$ cat config.mk
export PLATFORM = sky130hd
export DESIGN_NAME = stirq_status_bank
export DESIGN_NICKNAME = d
export VERILOG_FILES = /design/src/rtl/stirq_pkg.sv /design/src/rtl/stirq_sync.sv /design/src/rtl/stirq_status_bank.sv
export VERILOG_INCLUDE_DIRS = /design/src /design/src/rtl
export SDC_FILE = /design/constraint.sdc
export NUM_CORES = 1
export LEC_CHECK = 0
export BUFFER_PORTS_ARGS = -buffer_cell sky130_fd_sc_hd__buf_2
export CAP_MARGIN = 10
export CORE_MARGIN = 2
export CORE_UTILIZATION = 30
export CTS_CLUSTER_DIAMETER = 50
export CTS_CLUSTER_SIZE = 12
export DETAILED_ROUTE_END_ITERATION = 7
export SLEW_MARGIN = 20
export SYNTH_ARGS = -nofsm -noshare
export SYNTH_HDL_FRONTEND = slang
export SYNTH_SLANG_ARGS = --single-unit
$ cat constraint.sdc
create_clock -name clk -period 2.1 [get_ports clk]
set_input_delay 0.105 -clock clk [delete_from_list [all_inputs] [get_ports clk]]
set_output_delay 0.105 -clock clk [all_outputs]
set_load 0.005 [all_outputs]
$ cat src/rtl/stirq_consts.svh
// register offsets, field positions and reset values of the status bank
// assumes inclusion by bare name from the design files
`ifndef STIRQ_CONSTS_SVH
`define STIRQ_CONSTS_SVH
`define STIRQ_OFF_ID_HIGH 8'h30
`define STIRQ_OFF_ID_LOW_REV 8'h31
`define STIRQ_OFF_STRAP 8'h40
`define STIRQ_OFF_PIN_LEVEL 8'h41
`define STIRQ_OFF_TOP 8'h42
`define STIRQ_OFF_CHIPWIDE 8'h43
`define STIRQ_OFF_OUT_CLK 8'h45
`define STIRQ_OFF_PLL_SUM 8'h46
`define STIRQ_OFF_PLL_STAT 8'h48
`define STIRQ_OFF_PA_STAT 8'h4d
`define STIRQ_OFF_MEAS_STAT 8'h4b
`define STIRQ_OFF_OC1_STAT 8'h53
// top summary bit positions
`define STIRQ_TOP_CHIPWIDE 6
`define STIRQ_TOP_OUTCLK 5
`define STIRQ_TOP_PLL 2
`define STIRQ_TOP_EN 1
`define STIRQ_TOP_IRQ 0
// pll status positions
`define STIRQ_PLL_LK2_EN 6
`define STIRQ_PLL_LK2_CHG 5
`define STIRQ_PLL_LK2 4
`define STIRQ_PLL_LK_EN 2
`define STIRQ_PLL_LK_CHG 1
`define STIRQ_PLL_LK 0
// phase adjust, measure and chip-wide summary positions
`define STIRQ_PA_EN 3
`define STIRQ_PA_DONE 2
`define STIRQ_MS_EN 5
`define STIRQ_MS_RDY 4
`define STIRQ_CW_BOOT 7
`define STIRQ_CW_PA 1
`define STIRQ_CW_MS 0
`define STIRQ_ZERO8 8'h00
`endif

$ cat src/rtl/stirq_pkg.sv
// types shared by the status bank
// assumes the constants header is also included where needed
package stirq_pkg;
  typedef struct packed {
    logic wr; // write strobe
    logic rd; // read strobe
    logic [7:0] addr; // register offset
    logic [7:0] wdata; // write data
  } stirq_req_s;
  typedef struct packed {
    logic test; // test strap
    logic [1:0] port_sel; // host port straps
    logic [1:0] boot_image_strap; // boot image straps
  } stirq_strap_s;
  typedef enum logic [1:0] {
    STIRQ_IN_RESET = 2'b00,
    STIRQ_CAPTURE = 2'b01,
    STIRQ_RUN = 2'b10
  } stirq_state_e;
endpackage : stirq_pkg

$ cat src/rtl/stirq_sync.sv
// two-stage synchroniser for a vector of levels
// assumes asynchronous levels on d, one clock
`timescale 1ns/1ps
module stirq_sync #(
  parameter int W = 5
) (
  input wire logic clk, // system clock
  input wire logic srst, // synchronous reset
  input wire logic [W-1:0] d, // async levels
  output logic [W-1:0] q // synchronised levels
);
  logic [W-1:0] meta_ff;
  logic [W-1:0] nxt_meta;
  logic [W-1:0] nxt_q;

  // next values: first stage only feeds second
  always_comb begin
    nxt_meta = srst ? '0 : d;
    nxt_q = srst ? '0 : meta_ff;
  end

  // registers
  always_ff @(posedge clk) begin
    meta_ff <= nxt_meta;
    q <= nxt_q;
  end
endmodule : stirq_sync

$ cat src/rtl/stirq_status_bank.sv
// status bank with hierarchical interrupt summary tree
// assumes inputs synchronous except pins and osc flag; one clock
// What this block does
// - reads fixed upper eight identifier bits at first identification address
// - lower four identifier bits in bits 7-4 of second id register
// - revision field in bits 3-0 of second id register
// - test strap captured into strap bit 7 when reset pin rises
// - strap bit 6 shows oscillator or crystal failure
// - host port straps captured into bits 3-2 on reset pin rise
// - boot image straps captured into bits 1-0 on reset pin rise
// - pin status bits 3-0 show live pin levels, no inversion
// - top bit 6 is OR of chip-wide summary bits 1-0; boot bit 7 does not feed it
// - top bit 5 is OR of output-clock summary bits
// - top bit 2 is OR of pll summary bits
// - top bit 1 is writable global enable gating the indication
// - top bit 0 is OR of three categories gated by enable
// - top indication only leaves through a pin configured to follow
// - boot finished bit clears on reset, sets when boot completes
// - phase adjust summary is OR of enabled latched flags
// - phase measure summary is OR of enabled latched flags
// - output summaries bits 2-0 per output 3,2,1 enabled flags
// - pll summary is OR of enabled latched pll flags
// - pll lock change flags set on any edge, clear on write one
// - each enable lets its flag feed the summary tree
// - measure ready flag sets when a new result arrives
`timescale 1ns/1ps
`include "stirq_consts.svh"
module stirq_status_bank #(
  parameter logic [7:0] PART_CODE_HIGH = 8'h5a, // arbitrary id value
  parameter logic [3:0] PART_CODE_LOW = 4'ha, // arbitrary id value
  parameter logic [3:0] SILICON_VERSION = 4'h0 // arbitrary revision
) (
  input wire logic clk, // system clock 10 MHz
  input wire logic srst, // synchronous reset, high
  input wire logic reset_pin_n, // device reset pin, low active
  input wire stirq_pkg::stirq_req_s req, // host register access
  output logic [7:0] rdata, // read data, registered
  input wire stirq_pkg::stirq_strap_s straps, // strap pin levels
  input wire logic osc_failure, // oscillator fail, async
  input wire logic [3:0] gp_pin, // general pin levels, async
  input wire logic boot_finished, // boot controller done level
  input wire logic pll_lock_live, // live lock status 1
  input wire logic pll_lock2_live, // live lock status 2
  input wire logic pa_done_evt, // phase adjust finished pulse
  input wire logic measure_done_evt, // new measurement pulse
  input wire logic [2:0] oc_evt_sum, // per-output enabled flags
  output logic top_irq // top indication for pin routing
);
  logic [4:0] sync_q;
  stirq_pkg::stirq_strap_s strap_ff, nxt_strap;
  stirq_pkg::stirq_state_e st_ff, nxt_st;
  logic boot_ff, nxt_boot;
  logic chipwide_summary_en_ff, nxt_chipwide_summary_en;
  logic lk_prev_ff, lk2_prev_ff, nxt_lk_prev, nxt_lk2_prev;
  logic lk_chg_ff, lk2_chg_ff, nxt_lk_chg, nxt_lk2_chg;
  logic lk_en_ff, lk2_en_ff, nxt_lk_en, nxt_lk2_en;
  logic pa_done_ff, pa_en_ff, nxt_pa_done, nxt_pa_en;
  logic ms_rdy_ff, ms_en_ff, nxt_ms_rdy, nxt_ms_en;
  logic [7:0] nxt_rdata;
  logic nxt_irq;
  logic wr_pll, wr_pa, wr_ms, wr_top;
  logic pa_sum, ms_sum, pll_sum, cw_any, oc_any, pll_any;
  logic [7:0] cw_reg, oc_reg, pll_reg, top_reg, strap_reg;

  // synchronise pins and oscillator fail
  stirq_sync #(.W(5)) u_sync (
    .clk(clk),
    .srst(srst),
    .d({osc_failure, gp_pin}),
    .q(sync_q)
  );

  assign wr_pll = req.wr && req.addr == `STIRQ_OFF_PLL_STAT;
  assign wr_pa = req.wr && req.addr == `STIRQ_OFF_PA_STAT;
  assign wr_ms = req.wr && req.addr == `STIRQ_OFF_MEAS_STAT;
  assign wr_top = req.wr && req.addr == `STIRQ_OFF_TOP;

  // summary tree, combinational from flags and enables
  always_comb begin
    pa_sum = pa_done_ff & pa_en_ff;
    ms_sum = ms_rdy_ff & ms_en_ff;
    pll_sum = (lk_chg_ff & lk_en_ff) | (lk2_chg_ff & lk2_en_ff);
    cw_any = pa_sum | ms_sum;
    oc_any = |oc_evt_sum;
    pll_any = pll_sum;
    nxt_irq = chipwide_summary_en_ff & (cw_any | oc_any | pll_any);
    cw_reg = `STIRQ_ZERO8;
    cw_reg[`STIRQ_CW_BOOT] = boot_ff;
    cw_reg[`STIRQ_CW_PA] = pa_sum;
    cw_reg[`STIRQ_CW_MS] = ms_sum;
    oc_reg = {5'h00, oc_evt_sum};
    pll_reg = {7'h00, pll_sum};
    top_reg = `STIRQ_ZERO8;
    top_reg[`STIRQ_TOP_CHIPWIDE] = cw_any;
    top_reg[`STIRQ_TOP_OUTCLK] = oc_any;
    top_reg[`STIRQ_TOP_PLL] = pll_any;
    top_reg[`STIRQ_TOP_EN] = chipwide_summary_en_ff;
    top_reg[`STIRQ_TOP_IRQ] = nxt_irq;
    strap_reg = {strap_ff.test, sync_q[4], 2'h0,
                 strap_ff.port_sel, strap_ff.boot_image_strap};
  end

  // strap capture on reset pin release
  always_comb begin
    nxt_st = st_ff;
    nxt_strap = strap_ff;
    case (st_ff)
      stirq_pkg::STIRQ_IN_RESET: begin
        if (reset_pin_n) begin
          nxt_strap = straps;
          nxt_st = stirq_pkg::STIRQ_RUN;
        end
      end
      stirq_pkg::STIRQ_RUN: begin
        if (!reset_pin_n) begin
          nxt_st = stirq_pkg::STIRQ_IN_RESET;
        end
      end
      default: nxt_st = stirq_pkg::STIRQ_IN_RESET;
    endcase
    if (srst) begin
      nxt_st = stirq_pkg::STIRQ_IN_RESET;
      nxt_strap = '0;
    end
  end

  // latched flags: set wins over write-one clear
  always_comb begin
    nxt_lk_prev = pll_lock_live;
    nxt_lk2_prev = pll_lock2_live;
    nxt_lk_chg = (lk_chg_ff & ~(wr_pll & req.wdata[`STIRQ_PLL_LK_CHG]))
                 | (pll_lock_live ^ lk_prev_ff);
    nxt_lk2_chg = (lk2_chg_ff & ~(wr_pll & req.wdata[`STIRQ_PLL_LK2_CHG]))
                  | (pll_lock2_live ^ lk2_prev_ff);
    nxt_lk_en = wr_pll ? req.wdata[`STIRQ_PLL_LK_EN] : lk_en_ff;
    nxt_lk2_en = wr_pll ? req.wdata[`STIRQ_PLL_LK2_EN] : lk2_en_ff;
    nxt_pa_done = (pa_done_ff & ~(wr_pa & req.wdata[`STIRQ_PA_DONE]))
                  | pa_done_evt;
    nxt_pa_en = wr_pa ? req.wdata[`STIRQ_PA_EN] : pa_en_ff;
    nxt_ms_rdy = (ms_rdy_ff & ~(wr_ms & req.wdata[`STIRQ_MS_RDY]))
                 | measure_done_evt;
    nxt_ms_en = wr_ms ? req.wdata[`STIRQ_MS_EN] : ms_en_ff;
    nxt_chipwide_summary_en = wr_top ? req.wdata[`STIRQ_TOP_EN] : chipwide_summary_en_ff;
    nxt_boot = boot_finished & reset_pin_n;
    if (srst) begin
      nxt_lk_prev = 1'b0;
      nxt_lk2_prev = 1'b0;
      nxt_lk_chg = 1'b0;
      nxt_lk2_chg = 1'b0;
      nxt_lk_en = 1'b0;
      nxt_lk2_en = 1'b0;
      nxt_pa_done = 1'b0;
      nxt_pa_en = 1'b0;
      nxt_ms_rdy = 1'b0;
      nxt_ms_en = 1'b0;
      nxt_chipwide_summary_en = 1'b0;
      nxt_boot = 1'b0;
    end
  end

  // read mux, registered; unmapped reads zero
  always_comb begin
    nxt_rdata = rdata;
    if (req.rd) begin
      case (req.addr)
        `STIRQ_OFF_ID_HIGH: nxt_rdata = PART_CODE_HIGH;
        `STIRQ_OFF_ID_LOW_REV:
          nxt_rdata = {PART_CODE_LOW, SILICON_VERSION};
        `STIRQ_OFF_STRAP: nxt_rdata = strap_reg;
        `STIRQ_OFF_PIN_LEVEL: nxt_rdata = {4'h0, sync_q[3:0]};
        `STIRQ_OFF_TOP: nxt_rdata = top_reg;
        `STIRQ_OFF_CHIPWIDE: nxt_rdata = cw_reg;
        `STIRQ_OFF_OUT_CLK: nxt_rdata = oc_reg;
        `STIRQ_OFF_PLL_SUM: nxt_rdata = pll_reg;
        `STIRQ_OFF_PLL_STAT:
          nxt_rdata = {1'b0, lk2_en_ff, lk2_chg_ff, pll_lock2_live,
                       1'b0, lk_en_ff, lk_chg_ff, pll_lock_live};
        `STIRQ_OFF_PA_STAT: nxt_rdata = {4'h0, pa_en_ff, pa_done_ff, 2'h0};
        `STIRQ_OFF_MEAS_STAT: nxt_rdata = {2'h0, ms_en_ff, ms_rdy_ff, 4'h0};
        default: nxt_rdata = `STIRQ_ZERO8;
      endcase
    end
    if (srst) begin
      nxt_rdata = `STIRQ_ZERO8;
    end
  end

  // registers
  always_ff @(posedge clk) begin
    st_ff <= nxt_st;
    strap_ff <= nxt_strap;
    boot_ff <= nxt_boot;
    chipwide_summary_en_ff <= nxt_chipwide_summary_en;
    lk_prev_ff <= nxt_lk_prev;
    lk2_prev_ff <= nxt_lk2_prev;
    lk_chg_ff <= nxt_lk_chg;
    lk2_chg_ff <= nxt_lk2_chg;
    lk_en_ff <= nxt_lk_en;
    lk2_en_ff <= nxt_lk2_en;
    pa_done_ff <= nxt_pa_done;
    pa_en_ff <= nxt_pa_en;
    ms_rdy_ff <= nxt_ms_rdy;
    ms_en_ff <= nxt_ms_en;
    rdata <= nxt_rdata;
    top_irq <= srst ? 1'b0 : nxt_irq;
  end

  // checks
  a_irq_gated_off: assert property (@(posedge clk) disable iff (srst)
    !chipwide_summary_en_ff |=> !top_irq) else $error("irq while disabled");
  a_irq_follows_pll: assert property (@(posedge clk) disable iff (srst)
    chipwide_summary_en_ff && lk_chg_ff && lk_en_ff |=> top_irq)
    else $error("pll flag missed");
  a_lock_edge_sets: assert property (@(posedge clk) disable iff (srst)
    $changed(pll_lock_live) && !$past(srst) |=> lk_chg_ff)
    else $error("lock change not latched");
  a_lock2_edge_sets: assert property (@(posedge clk) disable iff (srst)
    $changed(pll_lock2_live) && !$past(srst) |=> lk2_chg_ff)
    else $error("lock2 change not latched");
  a_ready_sets: assert property (@(posedge clk) disable iff (srst)
    measure_done_evt |=> ms_rdy_ff) else $error("ready lost");
  a_id_read: assert property (@(posedge clk) disable iff (srst)
    req.rd && req.addr == `STIRQ_OFF_ID_HIGH |=> rdata == PART_CODE_HIGH)
    else $error("id read wrong");
  a_strap_hold: assert property (@(posedge clk) disable iff (srst)
    st_ff == stirq_pkg::STIRQ_RUN && reset_pin_n |=> $stable(strap_ff))
    else $error("strap changed while running");
  a_pin_two_stage: assert property (@(posedge clk) disable iff (srst)
    ##2 sync_q[3:0] == $past(gp_pin, 2)) else $error("pin sync");
endmodule : stirq_status_bank

==> run metrics, run 1 <==
status=finished clean; clk buf depth=2; DR iter-0 viols=between 100 and 150; max-slew violations=0; final net count=around 290; setup TNS=0 ns; hold-fix buffers at CTS=0; post-route ant nets=0; CTS clock-pin slew for the worst setup and hold paths=around 0.08 ns; crit path time final=about 1.6 ns; Clock Sinks=37; Yosys cell types=47; WL final=approximately 4500 µm; Max Fclk=between 600 and 700 MHz; # diodes=0; H-tree levels=2; Fillers=a little over 600; CTS root buffer=clkbuf_8; Setup CP Type=input pin to flop; CTS tree=done; Synth Register Bits=37; Reg2Reg Depth=5; synth warn=0; final hold vios=0; Top Ports=48; average wire per standard cell=~14 µm; total power=between 0.001 and 0.0015 W; detailed placement HPWL=~3400 µm; final setup vio count=0; Seq/Total Area, Yosys=41.81%; Worst-Margin Slew=0.4335 ns; post-CTS sizing=0; crit-path cells=buf_2 -> or4b_1 -> nor3_1 -> o211ai_1 -> a31oi_1 -> a22o_1; clk_lat worst skew=roughly 0.29 ns; iteration count of the initial detailed-routing pass=4; Peak VDD IR=0.3017 mV; RSZ-0062 raised after global routing=no; CP max FO=9; most frequent cells in the layout=buf_2 (45), dfxtp_1 (37), nor2_1 (23), nor2b_1 (14), mux2i_1 (11); period utilisation layout=between 70 and 80%; largest net degree at the start of global routing=23; Final Skew=~0.0058 ns; number of global-route vias before repair=between 1,500 and 2,000; post-synthesis async set-or-reset flop share=0%; Power Density=679.4 nW/µm²; Max-cap violations=0; critical path's slowest cell=or4b_1; crit path DAT=approximately 1.9 ns; average size of a mapped cell=between 8 and 9 µm²; post-layout util=between 30 and 40%; CP peak stage delay=around 0.71 ns; Critical Path RT=between 2 and 2.5 ns; Die Y=just over 80 µm; Pleak=0.9293 nW; layout cells sized above 1=~26%; Port Buffers=45; setup bufs post-CTS=0; ys flop type=dfxtp_1; CTS buffer count=5; Worst Hold Class=input pin to flop; worst rel slew slack=between 70% and 80%; mapped cell area=between 1500 and 2000 µm²; die outline width=roughly 81 µm; via/cell ratio=5.086; die area=approximately 6500 µm²; core area=between 5000 and 6000 µm²; Post-synth EDFFs=0; grt ovf=0; crit path launch type=input pin; Worst setup EP type=flop; Core Rows=27; most common cell after layout, fill and taps aside=buf_2; DRC Markers=0; Layout Area Growth over Synthesis=22.67%; first-pass GRT wire length=~7500 µm; starting density of the core=31.59%; syn nets=246; final RePlAce weighted congestion=around 0.89; WHS Path Cells=2; Total GRT Usage=between 10 and 15%; initial antenna violation count=0; routed via count=roughly 1,600; Post-Synthesis Cells=around 210
[cell families (layout without fill, tap and decap cells)]
family	count (synthesis)	count (layout)	synth area share (%)
AND/OR/NAND/NOR	90	90	28.32
AO/OA/AOI/OAI	41	41	15.32
flip-flops	37	37	41.81
buffers and inverters	20	66	4.238
multiplexers	14	14	8.122
XOR/XNOR	3	3	1.483
adder cells (fa/ha/maj)	1	1	0.7061
[cell type report]
cell class | count | area, µm² | share of cell area (%)
multi-input combinational | 149 | 955.9 | 43.98
sequential | 37 | 740.7 | 34.08
timing repair buffer | 51 | 270.3 | 12.44
tap | 72 | 90.09 | 4.145
clock buffer | 5 | 68.82 | 3.166
inverter | 7 | 26.28 | 1.209
clock inverter | 3 | 21.27 | 0.9787
[report_power, final]
| group | switching [W] | leakage (nW) | internal [W] | total [W] |
|---|---|---|---|---|
| registers | 0.0000244 | 0.303 | 0.000741 | 0.000765 |
| logic | 0.000109 | 0.581 | 0.0000983 | 0.000207 |
| clock network | 0.000269 | 0.0445 | 0.000235 | 0.000504 |
[through the flow]
step | instance area, µm² | std cells | hold WS, ns | setup WS (ns)
after floorplan | 1772 | 206 | 0.2188 | 0.5051
after global placement | 2083 | 316 | 0.3108 | 0.2096
after detailed placement | 2083 | 316 | 0.3167 | 0.1730
after CTS | 2173 | 324 | 0.006688 | 0.4954
after global routing | 2173 | 324 | 0.01591 | 0.3403
final | 2173 | 324 | 0.01154 | 0.4560
[worst max-delay path, delay by kind of cell]
family                 cells  cell delay [ns]
buffers and inverters      1             0.12
AOI/OAI and AO/OA          3             0.53
and+or+nand+nor            2             1.13
[path summary, 6_finish.rpt]
check                                     from                           end  slack, ns
hold reg to reg   u_sync.meta_ff[4]$_SDFF_PP0_        u_sync.q[4]$_SDFF_PP0_       0.44
hold / removal                       gp_pin[2]  u_sync.meta_ff[2]$_SDFF_PP0_       0.01
setup / recovery                       req[12]         rdata[6]$_SDFFE_PP0P_       0.46
setup reg to reg         pa_done_ff$_SDFF_PP0_         rdata[2]$_SDFFE_PP0P_       0.68
[routing by layer]
layer | global-route usage, % | vias up | routed length (µm)
li1 | - | 829 | -
met1 | 19.93 | 760 | 2211
met2 | 23.14 | 55 | 1987
met3 | 4.000 | 4 | 293
met4 | 4.915 | 0 | 40
met5 | 0 | - | 0
[cells in the mapped netlist (3+ instances only)]
| cell type | count | share of area (%) |
|---|---|---|
| a31oi_1 | 4 | 1.4 |
| nor2_1 | 23 | 4.9 |
| nand2_1 | 10 | 2.1 |
| a22o_1 | 4 | 2.0 |
| and3_1 | 4 | 1.4 |
| mux2i_1 | 11 | 6.2 |
| a22oi_1 | 3 | 1.3 |
| dfxtp_1 | 37 | 42 |
| nor3_1 | 4 | 1.1 |
| nor2b_1 | 14 | 4.9 |
| nand3_1 | 7 | 2.0 |
| nand4_1 | 4 | 1.4 |
| inv_1 | 7 | 1.5 |
| a21oi_1 | 9 | 2.5 |
| clkbuf_1 | 13 | 2.8 |
| nand2b_1 | 5 | 1.8 |
| o21ai_0 | 6 | 1.7 |
[sequential cells by signal, indices dropped and copies added (netlist names)]
signal and flops:
lk2_en_ff 1, u_sync.q 5, lk2_prev_ff 1, boot_ff 1, pa_done_ff 1, lk_prev_ff 1
strap_ff 5, rdata 8, st_ff 1, top_irq 1, pa_en_ff 1, u_sync.meta_ff 5
ms_en_ff 1, lk2_chg_ff 1, ms_rdy_ff 1, lk_en_ff 1, chipwide_summary_en_ff 1, lk_chg_ff 1
No activity file was read; power rests on OpenSTA's default activity.
==> run 2: changes to the inputs <==
- ABC_AREA: default -> 1
- clock period: 2.1 -> 1.6 ns (I/O delays scaled with it)
==> run metrics, run 2 <==
total power=0.002091 W; post-layout util=between 40% and 50%; status=finished clean; first-pass GRT wire length=6844 µm; via/cell ratio=4.406; iteration count of the initial detailed-routing pass=4; setup bufs post-CTS=0; Clock Sinks=37; total internal power=~0.0016 W; Seq. cell area=740.7 µm²; post-route setup slack=0.3985 ns; clk buf depth=2; WL final=about 4300 µm; worst rel slew slack=slightly above 70%; final net count=346; DRC Markers=0; average wire per standard cell=about 11 µm; RSZ-0062 raised after global routing=no; CP max FO=3; CTS root buffer=clkbuf_8; Reg2Reg Depth=8; Seq/Total Area, Yosys=between 40 and 50%; most area-hungry cell type in the Yosys netlist=dfxtp_1; die outline width=around 80 µm; post-synth top area share=43.05%; Place WS=around 0.23 ns; Post-synth EDFFs=0; Worst Hold Class=input pin to flop; largest register by flop count=rdata; top-count cell post-synth=nand2_1; layout cells sized above 1=24.43%; RR Endpoint=rdata[0]$_SDFFE_PP0P_; Sw Ratio=23.67%; average size of a mapped cell=around 6.9 µm²; Core Rows=27; Total GRT Usage=between 10% and 20%; WHS Path Cells=3; mux share of post-synthesis cell area=0%; Synth Register Bits=37; Critical Path RT=approximately 1.8 ns; Post-Synth XOR/XNOR Area=between 1.5 and 2%; final setup vio count=0; crit path time final=1.202 ns; Fillers=between 600 and 700; Max Fclk=~830 MHz; # diodes=0; worst r2r src=lk2_chg_ff$_SDFF_PP0_; CP peak stage delay=0.34 ns; die area=approximately 6400 µm²; ys flop type=dfxtp_1; syn nets=approximately 290; synth warn=0; number of global-route vias before repair=approximately 1,500; largest family of logic cells by synthesized area=simple AND/OR/NAND/NOR gates; Comb power frac=between 10% and 20%; CP dominant cell by count=nand2_1; worst hold margin=between 0.01 and 0.015 ns; adder-cell share of the synthesized area=less than 1%; Die Y=roughly 80 µm; Post-Synthesis Cells=around 250; area share of and/or/nand/nor cells after synthesis=between 30 and 40%; register share of total power=between 40 and 50%; detailed placement HPWL=about 3400 µm; Peak VDD IR=0.5551 mV; Layout Area Growth over Synthesis=28.15%; initial antenna violation count=0; compound-gate portion of the synthesized area=under 10%; critical path's slowest cell=dfxtp_1; Worst-Margin Slew=0.4155 ns; DR iter-0 viols=86; H-tree levels=2; NetSw=around 0.0005 W; CTS clock-pin slew for the worst setup and hold paths=about 0.070 ns; grt ovf=0; Clk pwr share=around two fifths; crit path DAT=approximately 1.4 ns; Port Buffers=45; Hold Crit Start=straps[0]; final hold vios=0; r2r setup slk=roughly 0.4 ns; footprint of the multi-input gates=808.3 µm²; largest net degree at the start of global routing=26; CTS tree=done; list of most frequent post-synthesis cells=nand2_1 (51), nor2_1 (41), dfxtp_1 (37), inv_1 (26), nand3_1 (24); clk_lat worst skew=0.29 ns; hold worst-path end=strap_ff[0]$_SDFFE_PP0P_; core area=~5500 µm²; Power Density=about 950 nW/µm²; CTS buffer count=5; Top Ports=48; max-slew violations=0; Final Skew=0.008082 ns; Max-cap violations=0; Yosys cell types=26; mapped cell area=about 1700 µm²; most frequent cells in the layout=nand2_1 (51), buf_2 (45), nor2_1 (41), dfxtp_1 (37), inv_1 (26); Pleak=between 1 and 1.5 nW; largest cells by area after synthesis=dfxtp_1 (43%), nand2_1 (11%), nor2_1 (8.9%), nand3_1 (7.0%), inv_1 (5.7%); period utilisation layout=approximately three quarters; Setup CP Type=flop to flop; setup TNS=0 ns; crit-path cells=nand2_1 -> nand2_1 -> nor3_1 -> nor2_1 -> nor2_1 -> nand2_1 -> nand2_1 -> a21oi_1; final RePlAce weighted congestion=~0.87; routed via count=1,670; max reg flops=8; post-route ant nets=0; most common cell after layout, fill and taps aside=nand2_1; starting density of the core=31.24%; crit path launch type=flop; Worst setup EP type=flop; post-synthesis async set-or-reset flop share=0%
[run 2: cell count changes in the layout (fill, tap and decap cells not counted), moves of 5 or more]
| cell | change |
|---|---|
| nand2_1 | +41 |
| inv_1 | +19 |
| nor2_1 | +18 |
| nand3_1 | +17 |
| nor2b_1 | -14 |
| mux2i_1 | -11 |
| a21oi_1 | +9 |
| inv_2 | +9 |
| dlygate4sd3_1 | +7 |
| nand2b_1 | -5 |
[run 2: layout make-up]
cell class	count	share of cell area, %
well taps	72	4.086
flip-flops and latches	37	33.60
repair buffers	55	14.42
clock inverters	1	1.362
multi-input cells	172	36.66
clock buffers	7	3.916
inverters	35	5.959
[run 2: kinds of logic (layout without fill, tap and decap cells)]
logic type | Yosys count | after routing
and+or+nand+nor | 136 | 136
xor gates and xnor gates | 3 | 3
AOI/OAI and AO/OA | 32 | 32
DFF | 37 | 37
buffers and inverters | 42 | 98
adders and majority gates | 1 | 1
[run 2: metrics by stage]
step | instances | area (µm²)
final | 379 | 2205
after global routing | 379 | 2205
after CTS | 379 | 2205
after detailed placement | 364 | 2018
after global placement | 364 | 2018
after floorplan | 251 | 1720
[run 2: how the worst max path moves through the flow]
stage / slack, ns / cells after the start / to / from
2_1_floorplan: 0.55 / 8 / rdata[0]$_SDFFE_PP0P_ / lk2_chg_ff$_SDFF_PP0_
3_3_place_gp: 0.24 / 11 / rdata[0]$_SDFFE_PP0P_ / req[12]
3_5_place_dp: 0.23 / 11 / rdata[0]$_SDFFE_PP0P_ / req[12]
4_1_cts: 0.41 / 8 / rdata[0]$_SDFFE_PP0P_ / lk2_chg_ff$_SDFF_PP0_
5_1_grt: 0.26 / 8 / rdata[0]$_SDFFE_PP0P_ / lk2_chg_ff$_SDFF_PP0_
6_report: 0.40 / 8 / rdata[0]$_SDFFE_PP0P_ / lk2_chg_ff$_SDFF_PP0_
[run 2: power groups by stage]
| stage | registers [W] | logic, W | clock network (W) |
|---|---|---|---|
| after detailed placement | 0.00104 | 0.000240 | 0 |
| after CTS | 0.00101 | 0.000255 | 0.000844 |
| after floorplan | 0.00102 | 0.000154 | 0 |
| after global routing | 0.00102 | 0.000288 | 0.000885 |
| after global placement | 0.00104 | 0.000234 | 0 |
| final | 0.00101 | 0.000251 | 0.000827 |
[run 2: critical path, delay by kind of cell, from the launching register on]
kind,cells,cell delay (ns)
AOI/OAI and AO/OA,1,0.05
and+or+nand+nor,7,0.72
DFF,1,0.34
[run 2: what timing repair did]
action	CTS	global route
endpoints found under the setup margin	0	0
hold buffers	7	0
endpoints found under the hold margin	8	0
gates resized for setup	0	0
[run 2: per-layer routing]
layer | track usage, % | up-vias | wire (µm)
li1 | - | 897 | -
met1 | 18.75 | 718 | 2109
met2 | 22.02 | 48 | 1825
met3 | 3.733 | 7 | 267
met4 | 4.655 | 0 | 53
met5 | 0 | - | 0
